## src/pkg/ifds_pkg.sv

```systemverilog
package ifds_pkg;

  // geometry of the diagnostic measurement path
  localparam int NCH = 2;
  localparam int MW  = 8;
  localparam int LW  = 8;
  localparam int SW  = 4;

  // one completed scan from the sequencing converter
  typedef struct packed {
    logic                   valid;
    logic [NCH-1:0][MW-1:0] pos;
    logic [NCH-1:0][MW-1:0] neg;
    logic [MW-1:0]          bias;
    logic [MW-1:0]          battery;
  } ifds_meas_t;

  // requests to the analog power control
  typedef struct packed {
    logic bias;
    logic boost;
    logic adc;
  } ifds_pd_t;

  // register byte offsets
  localparam logic [11:0] CFG_OFS         = 12'h000;
  localparam logic [11:0] THR_OFS         = 12'h004;
  localparam logic [11:0] GLOBAL_LIVE_OFS = 12'h008;
  localparam logic [11:0] GLOBAL_LTCH_OFS = 12'h00C;
  localparam logic [11:0] LIVE_BASE       = 12'h010;
  localparam logic [11:0] LTCH_BASE       = 12'h020;
  localparam logic [11:0] SUMM_BASE       = 12'h030;
  localparam logic [11:0] CH_STRIDE       = 12'h004;

  // configuration fields
  localparam int CFG_POLICY_BIT  = 0;
  localparam int CFG_DBNC_LSB    = 1;
  localparam int CFG_BATDB_BIT   = 3;
  localparam int CFG_PDSEL_LSB   = 4;
  localparam int CFG_OTEN_BIT    = 6;
  localparam logic [7:0] CFG_RESET = 8'h41;

  // threshold fields
  localparam int THR_BAT_LSB  = 0;
  localparam int THR_TERM_LSB = 4;
  localparam int THR_BIAS_LSB = 8;
  localparam int THR_GND_LSB  = 12;
  localparam logic [15:0] THR_RESET = 16'h0000;

  // per-channel fault bit positions
  localparam int F_OPEN = 0;
  localparam int F_TERM = 1;
  localparam int F_PGND = 2;
  localparam int F_PBIAS = 3;
  localparam int F_MGND = 4;
  localparam int F_MBIAS = 5;
  localparam int F_OV   = 6;
  localparam int F_BAT  = 7;

  // global status bit positions
  localparam int G_OC = 2;
  localparam int G_OT = 5;

  // debounce and level constants
  localparam logic [3:0] BAT_DEBOUNCE_SCANS = 4'h8;
  localparam int BAT_HIGH_MV = 11700;
  localparam int MEAS_LSB_MV = 50;
  localparam logic [MW-1:0] BAT_HIGH_CODE = MW'(BAT_HIGH_MV / MEAS_LSB_MV);

  // power-down select codes
  localparam logic [1:0] PD_NONE = 2'h0;
  localparam logic [1:0] PD_BIAS = 2'h1;

endpackage

```

## src/design/ifds_status.sv

```systemverilog
// The APB interface to the registers and the register offsets were chosen for this implementation.
module ifds_status
  import ifds_pkg::*;
(
  input  wire logic        pclk,
  input  wire logic        presetn,
  input  wire logic        psel,
  input  wire logic        penable,
  input  wire logic        pwrite,
  input  wire logic [11:0] paddr,
  input  wire logic [31:0] pwdata,
  input  wire logic [3:0]  pstrb,
  output logic      [31:0] prdata,
  output logic             pready,
  output logic             pslverr,
  input  wire ifds_meas_t  meas,
  input  wire logic        overcurrent_detect,
  input  wire logic        overtemp_detect,
  output logic             irq_request,
  output ifds_pd_t         powerdown
);

  // absolute difference of two measurements
  function automatic logic [MW-1:0] abs_diff(input logic [MW-1:0] a, input logic [MW-1:0] b);
    abs_diff = (a >= b) ? (a - b) : (b - a);
  endfunction

  // a 4-bit threshold spans the top nibble of the measurement scale
  function automatic logic [MW-1:0] scale_thr(input logic [3:0] t);
    scale_thr = {t, 4'h0};
  endfunction

  // bits a read may clear: only bits actually reported, and under policy 1
  // only those whose live bit is low at the read
  function automatic logic [LW-1:0] clr_mask(input logic hit, input logic [LW-1:0] shown,
                                             input logic [LW-1:0] live, input logic policy);
    if (!hit)
      clr_mask = '0;
    else if (policy)
      clr_mask = shown & ~live;
    else
      clr_mask = shown;
  endfunction

  logic [7:0]  cfg;
  logic [15:0] thr;
  logic [LW-1:0] live      [NCH];
  logic [LW-1:0] ltch      [NCH];
  logic [SW-1:0] summ      [NCH];
  logic [LW-1:0] raw       [NCH];
  logic [LW-1:0] set_ev    [NCH];
  logic [SW-1:0] summ_live [NCH];
  logic [SW-1:0] summ_set  [NCH];
  logic [NCH-1:0] ch_rise;
  logic [7:0]  glive;
  logic [7:0]  gltch;
  logic [7:0]  gprev;
  logic [7:0]  gset;
  logic [7:0]  gclr;
  logic        setup;
  logic        access;
  logic        rd_access;
  logic        wr_access;
  logic        addr_hit;
  logic [31:0] rd_mux;
  logic        policy;
  logic [3:0]  norm_target;
  logic        bat_low;

  assign policy    = cfg[CFG_POLICY_BIT];
  assign setup     = psel & ~penable;
  assign access    = psel & penable & pready;
  assign rd_access = access & ~pwrite;
  assign wr_access = access & pwrite;

  // persistence target 1..4 scans, battery case may stretch to 8
  assign norm_target = {2'b00, cfg[CFG_DBNC_LSB +: 2]} + 4'h1;
  assign bat_low     = meas.battery < meas.bias;

  // global live flags; overtemp detector gated by its enable
  always_comb
  begin
    glive       = '0;
    glive[G_OC] = overcurrent_detect;
    glive[G_OT] = overtemp_detect & cfg[CFG_OTEN_BIT];
  end

  assign gset = glive & ~gprev;
  assign gclr = clr_mask(rd_access && (paddr == GLOBAL_LTCH_OFS), prdata[7:0], glive, policy);

  genvar c;
  generate
    for (c = 0; c < NCH; c++)
    begin : g_ch
      logic [3:0] cnt [LW];
      logic [MW-1:0] p;
      logic [MW-1:0] m;
      logic p_bat;
      logic m_bat;
      logic [LW-1:0] clr;
      logic [SW-1:0] sclr;
      logic [11:0] ltch_addr;
      logic [11:0] summ_addr;

      assign p = meas.pos[c];
      assign m = meas.neg[c];
      assign ltch_addr = LTCH_BASE + CH_STRIDE * 12'(c);
      assign summ_addr = SUMM_BASE + CH_STRIDE * 12'(c);

      // battery short on either pin, absolute band or both high
      assign p_bat = (abs_diff(meas.battery, p) < scale_thr(thr[THR_BAT_LSB +: 4])) ||
                     ((meas.battery > BAT_HIGH_CODE) && (p > BAT_HIGH_CODE));
      assign m_bat = (abs_diff(meas.battery, m) < scale_thr(thr[THR_BAT_LSB +: 4])) ||
                     ((meas.battery > BAT_HIGH_CODE) && (m > BAT_HIGH_CODE));

      // raw classification of this scan
      always_comb
      begin
        raw[c] = '0;
        raw[c][F_TERM]  = abs_diff(p, m) < scale_thr(thr[THR_TERM_LSB +: 4]);
        raw[c][F_PGND]  = p < scale_thr(thr[THR_GND_LSB +: 4]);
        raw[c][F_MGND]  = m < scale_thr(thr[THR_GND_LSB +: 4]);
        // pin at or above bias gives a non-positive difference
        raw[c][F_PBIAS] = (p >= meas.bias) ||
                          ((meas.bias - p) < scale_thr(thr[THR_BIAS_LSB +: 4]));
        raw[c][F_MBIAS] = (m >= meas.bias) ||
                          ((meas.bias - m) < scale_thr(thr[THR_BIAS_LSB +: 4]));
        raw[c][F_OV]    = (p > meas.bias) || (m > meas.bias);
        raw[c][F_BAT]   = p_bat | m_bat;
        raw[c][F_OPEN]  = raw[c][F_PBIAS] & raw[c][F_MGND];
      end

      // live bits follow each completed scan
      always_ff @(posedge pclk or negedge presetn)
      begin
        if (!presetn)
          live[c] <= '0;
        else if (meas.valid)
          live[c] <= raw[c];
      end

      // per-bit persistence counters, saturating at their target
      for (genvar b = 0; b < LW; b++)
      begin : g_bit
        logic [3:0] target;
        assign target = (b == F_BAT && cfg[CFG_BATDB_BIT] && bat_low) ?
                        BAT_DEBOUNCE_SCANS : norm_target;
        assign set_ev[c][b] = meas.valid & raw[c][b] & ((cnt[b] + 4'h1) == target);

        always_ff @(posedge pclk or negedge presetn)
        begin
          if (!presetn)
            cnt[b] <= '0;
          else if (meas.valid)
          begin
            if (!raw[c][b])
              cnt[b] <= '0;
            else if (cnt[b] < target)
              cnt[b] <= cnt[b] + 4'h1;
          end
        end
      end

      // summary groups: open, any short, overvoltage, battery
      assign summ_live[c] = {live[c][F_BAT], live[c][F_OV],
                             |{live[c][F_TERM], live[c][F_PGND], live[c][F_PBIAS],
                               live[c][F_MGND], live[c][F_MBIAS]},
                             live[c][F_OPEN]};
      assign summ_set[c]  = {set_ev[c][F_BAT], set_ev[c][F_OV],
                             |{set_ev[c][F_TERM], set_ev[c][F_PGND], set_ev[c][F_PBIAS],
                               set_ev[c][F_MGND], set_ev[c][F_MBIAS]},
                             set_ev[c][F_OPEN]};

      assign clr  = clr_mask(rd_access && (paddr == ltch_addr), prdata[LW-1:0],
                             live[c], policy);
      assign sclr = SW'(clr_mask(rd_access && (paddr == summ_addr), LW'(prdata[SW-1:0]),
                                 LW'(summ_live[c]), policy));

      // latched faults and summary; a set in the read cycle survives the clear
      always_ff @(posedge pclk or negedge presetn)
      begin
        if (!presetn)
        begin
          ltch[c] <= '0;
          summ[c] <= '0;
        end
        else
        begin
          ltch[c] <= (ltch[c] & ~clr) | set_ev[c];
          summ[c] <= (summ[c] & ~sclr) | summ_set[c];
        end
      end

      assign ch_rise[c] = |(set_ev[c] & ~ltch[c]) | |(summ_set[c] & ~summ[c]);
    end
  endgenerate

  // global latched flags set on rise of their live bit
  always_ff @(posedge pclk or negedge presetn)
  begin
    if (!presetn)
    begin
      gprev <= '0;
      gltch <= '0;
    end
    else
    begin
      gprev <= glive;
      gltch <= (gltch & ~gclr) | gset;
    end
  end

  // one-cycle request when any latched bit is fresh; bits that set in the same cycle share one request
  always_ff @(posedge pclk or negedge presetn)
  begin
    if (!presetn)
      irq_request <= 1'b0;
    else
      irq_request <= (|ch_rise) | (|(gset & ~gltch));
  end

  // fault power-down follows the live overtemperature flag
  always_ff @(posedge pclk or negedge presetn)
  begin
    if (!presetn)
      powerdown <= '0;
    else
    begin
      powerdown.bias  <= glive[G_OT] && (cfg[CFG_PDSEL_LSB +: 2] != PD_NONE);
      powerdown.boost <= glive[G_OT] && (cfg[CFG_PDSEL_LSB +: 2] != PD_NONE);
      powerdown.adc   <= glive[G_OT] && (cfg[CFG_PDSEL_LSB +: 2] != PD_NONE) &&
                         (cfg[CFG_PDSEL_LSB +: 2] != PD_BIAS);
    end
  end

  // read decode, evaluated in the setup cycle
  always_comb
  begin
    rd_mux   = '0;
    addr_hit = 1'b1;
    case (paddr)
      CFG_OFS:         rd_mux = {24'h000000, cfg};
      THR_OFS:         rd_mux = {16'h0000, thr};
      GLOBAL_LIVE_OFS: rd_mux = {24'h000000, glive};
      GLOBAL_LTCH_OFS: rd_mux = {24'h000000, gltch};
      default:
      begin
        addr_hit = 1'b0;
        for (int i = 0; i < NCH; i++)
        begin
          if (paddr == LIVE_BASE + CH_STRIDE * 12'(i))
          begin
            rd_mux   = {24'h000000, live[i]};
            addr_hit = 1'b1;
          end
          if (paddr == LTCH_BASE + CH_STRIDE * 12'(i))
          begin
            rd_mux   = {24'h000000, ltch[i]};
            addr_hit = 1'b1;
          end
          if (paddr == SUMM_BASE + CH_STRIDE * 12'(i))
          begin
            rd_mux   = {28'h0000000, summ[i]};
            addr_hit = 1'b1;
          end
        end
      end
    endcase
  end

  // wait-free answer: data captured at setup so the clear sees what was shown
  always_ff @(posedge pclk or negedge presetn)
  begin
    if (!presetn)
    begin
      pready  <= 1'b0;
      pslverr <= 1'b0;
      prdata  <= '0;
    end
    else
    begin
      pready  <= setup;
      pslverr <= setup & ~addr_hit;
      if (setup && !pwrite)
        prdata <= addr_hit ? rd_mux : 32'h00000000;
    end
  end

  // software configuration writes
  always_ff @(posedge pclk or negedge presetn)
  begin
    if (!presetn)
    begin
      cfg <= CFG_RESET; // policy 1 and overtemp enable after reset
      thr <= THR_RESET;
    end
    else if (wr_access)
    begin
      if (paddr == CFG_OFS && pstrb[0])
        cfg <= pwdata[7:0] & 8'h7F;
      if (paddr == THR_OFS && pstrb[0])
        thr[7:0] <= pwdata[7:0];
      if (paddr == THR_OFS && pstrb[1])
        thr[15:8] <= pwdata[15:8];
    end
  end

endmodule

```

## config.mk

```make
export PLATFORM = sky130hd
export DESIGN_NAME = ifds_status
export DESIGN_NICKNAME = d
export VERILOG_FILES = /design/src/pkg/ifds_pkg.sv /design/src/design/ifds_status.sv
export SDC_FILE = /design/constraint.sdc
export NUM_CORES = 1
export LEC_CHECK = 0
export BUFFER_PORTS_ARGS = -buffer_cell sky130_fd_sc_hd__buf_4
export CORE_MARGIN = 5
export CORE_UTILIZATION = 39
export CTS_CLUSTER_DIAMETER = 200
export DETAILED_ROUTE_END_ITERATION = 12
export SYNTH_ARGS = -nofsm -noshare
export SYNTH_HDL_FRONTEND = slang
export SYNTH_SLANG_ARGS = --single-unit
```

## constraint.sdc

```tcl
create_clock -name pclk -period 5.6 [get_ports pclk]
set_input_delay 1.12 -clock pclk [delete_from_list [all_inputs] [get_ports pclk]]
set_output_delay 1.12 -clock pclk [all_outputs]
set_load 0.005 [all_outputs]
```

==> run_results.csv <==
group,metric,value,unit
status,outcome,"finished, final reports clean",
clock_network,number_of_gates_resized_after_cts,0,
sta,period_utilisation_layout,0.908,
job,drv.max_cap_violation_count,0,
setup_path,timing.critical_path.fanout_max,7,
place,placedCellCount,2212,
clock_network,htreeDepth,4,
power,power_density,311,nW/um^2
cells_and_area,design.final.nets,2112,
place,routability_driven_placement_congestion_ratio,0.929,
die,floorplan.die_area,40300,um^2
die,rows,69,
sta,period_needed,5090,ps
sta,rsz0062_at_grt,"false",
logic_synthesis,post_synth_instance_area,14200,um^2
die,floorplan.initialDensity,0.397,
cells_and_area,n_antenna_cell,0,
clock_network,cts-root-buf,"clkbuf_16",
logic_synthesis,syn_avg_cell_area,8.61,um^2
sta,final_setup_violation_count,0,
logic_synthesis,async_reset_ff_frac,1.00,
route,finalWirelength,43.8,mm
sta,final_hold_viol_count,0,
global_routing,aggregate_global_routing_overflow,0,
logic_synthesis,synth_seq_cells,158,
worst_hold_path,hold_class,"flip-flop to flip-flop",
logic_synthesis,synthesis.instances,1650,
sta,worst-slew-pin-transition,1140,ps
clock_network,tritoncts.num_buffers,17,
setup_path,crit_required,5970,ps
die,floorplan.core_area,35700,um^2
clock_network,cts_hold_buf,0,
setup_path,startpoint_type,"input pin",
route,drc,0,
global_routing,antenna_found_initial,1,
sta,finalMaxSlewViolations,0,
cells_and_area,drive_above_1_share,0.114,
clock_network,cts.reportedPaths.clkPinSlew,70,ps
cells_and_area,most_frequent_cells_in_the_layout,"ha_1 (238), nand2_1 (183), dfrtp_1 (156)",
clock_network,post-cts-setup-buffer-count,0,
cells_and_area,final_core_utilization,0.455,
die,dieWidth,201,um
cells_and_area,final_cell_area,16200,um^2
logic_synthesis,yosysUniqueCellTypes,77,
setup_path,critPathCaptureType,"flip-flop",
cells_and_area,finish.cell_count_without_fillers,2244,
route,firstDrtPassIters,5,
global_routing,grt_pass1_wl,69.2,mm
logic_synthesis,dominantRegCellSynth,"dfrtp_1",
route,post_drt_wl_per_cell,19.5,um
clock_network,max-clock-path-buffers,2,
cells_and_area,layout.cells.most_common,"ha_1",
global_routing,pin_count_of_the_biggest_net_entering_global_routing,80,
place,placedInstanceArea,15600,um^2
logic_synthesis,edff_count_synth,0,
logic_synthesis,synth_seq_area_share,0.279,
place,detailedPlacementHpwl,34.6,mm
setup_path,worst-setup-path-type,"input pin to flip-flop",
route,dr.first_iter.drc_count,1064,
place,port_buffers,107,
route,per_cell_via_count_in_the_routed_design,5.71,
cells_and_area,area_growth,14.4,%
power,vdd_drop_max,0.000228,V
die,floorplan.io_pins,142,
global_routing,grt_use_total,0.212,
sta,clock_skew,17.2,ps
clock_network,clk_latency,440,ps
sta,max_freq,0.197,GHz
route,via_count_of_the_routed_design,12800,
logic_synthesis,ys_warn_count,0,
power,cellLeakagePower,7.74,nW
die,die_h,201,um
sta,tns,0,ps
clock_network,cts_tree,"built",
global_routing,vias_in_the_first_global_route,12600,
setup_path,crit_path_dat,5460,ps
route,ant_nets,0,
clock_network,cts.sinks,158,
sta,max_slew_margin,0.233,
## logic make-up (layout without fill, tap and decap cells)
logic type	after synthesis	in the layout	synth area share
AND/OR/NAND/NOR	538	538	0.184
AO/OA/AOI/OAI	426	426	0.195
adder cells (fa/ha/maj)	238	238	0.210
buffers and inverters	160	278	0.0471
flip-flops	158	158	0.279
XOR/XNOR	93	93	0.0574
multiplexers	36	36	0.0275
other	1	16	0.000264
## routing by layer
layer / global-route usage / wire, um / vias to the layer above
li1: - / - / 6185
met1: 0.301 / 20700 / 6159
met2: 0.333 / 19400 / 408
met3: 0.0349 / 2570 / 70
met4: 0.0617 / 1050 / 0
met5: 0 / 0 / -
## final timing paths
path | from | to | slack (ps) | cells after the start
max in group asynchronous | presetn | prdata[15]$_DFFE_PN0P_ | 3660 | 2
setup / recovery | meas[16] | irq_request$_DFF_PN0_ | 510 | 20
min in group asynchronous | presetn | g_ch[1].cnt[30]$_DFFE_PN0P_ | 730 | 1
setup reg to reg | cfg[2]$_DFFE_PN0P_ | g_ch[1].cnt[13]$_DFFE_PN0P_ | 2100 | 9
hold reg to reg | gprev[5]$_DFF_PN0_ | gltch[5]$_DFF_PN0_ | 460 | 1
hold / removal | gprev[5]$_DFF_PN0_ | gltch[5]$_DFF_PN0_ | 460 | 1
## cells in the mapped netlist (all sizes together), types with 12 or more instances
| cell type | count | area, um^2 |
|---|---|---|
| o21ai | 133 | 666 |
| nor3 | 41 | 210 |
| o21a | 31 | 233 |
| nand2b | 26 | 170 |
| inv | 116 | 435 |
| buf | 23 | 154 |
| xor2 | 38 | 333 |
| a22o | 14 | 123 |
| or3 | 12 | 75.1 |
| clkbuf | 21 | 78.8 |
| and3 | 16 | 100 |
| a21o | 20 | 150 |
| nand2 | 183 | 687 |
| ha | 238 | 2980 |
| a211oi | 13 | 110 |
| a21oi | 103 | 515 |
| mux2i | 12 | 120 |
| nor2 | 91 | 342 |
| or4 | 14 | 105 |
| xnor2 | 55 | 482 |
| nor2b | 33 | 206 |
| nand3 | 71 | 355 |
| mux2 | 24 | 270 |
| nor4 | 12 | 81.3 |
| a221oi | 13 | 114 |
| dfrtp | 156 | 3900 |
## report_power, final
group	leakage (nW)	internal (mW)	switching, mW
clock	0.321	0.820	0.503
sequential	1.85	1.42	0.313
combinational	5.57	0.947	1.05
total	7.74	3.18	1.87
## metrics by stage
stage | hold WS (ps) | total power, mW | worst slack [ps]
2_1_floorplan | 428 | 3.18 | 608
3_3_place_gp | 443 | 3.66 | 158
3_5_place_dp | 450 | 3.73 | 101
4_1_cts | 463 | 5.07 | 556
5_1_grt | 492 | 5.43 | 146
6_report | 462 | 5.05 | 514
## layout make-up
cell class	count	area, um^2
multi-input cells	1347	9640
well taps	461	577
flip-flops and latches	158	3960
clock buffers	20	457
inverters	116	435
fillers	3546	19500
clock inverters	12	206
repair buffers	130	980
## flip-flops by register name (all words and copies together), names as in the netlist
register     cells
g_ch.cnt        64
pready           1
irq_request      1
gprev            2
ltch            16
prdata          16
live            16
gltch            8
thr             16
pslverr          1
cfg              7
powerdown        2
summ             8
## worst max-delay path: stages
cell and delay (ps):
buf_4 130, inv_1 70, ha_1 290, nand2b_1 150
a2111oi_0 550, o311a_1 420, nor3b_1 90, a21o_1 190
o21ai_1 200, xor2_1 180, ha_1 260, a21o_1 160
a21oi_1 230, nand2_1 90, a211o_1 270, and3_1 270
or3_1 400, nor2_1 110, and4b_1 200, nand4b_1 90
(Power assumes the default switching activity.)
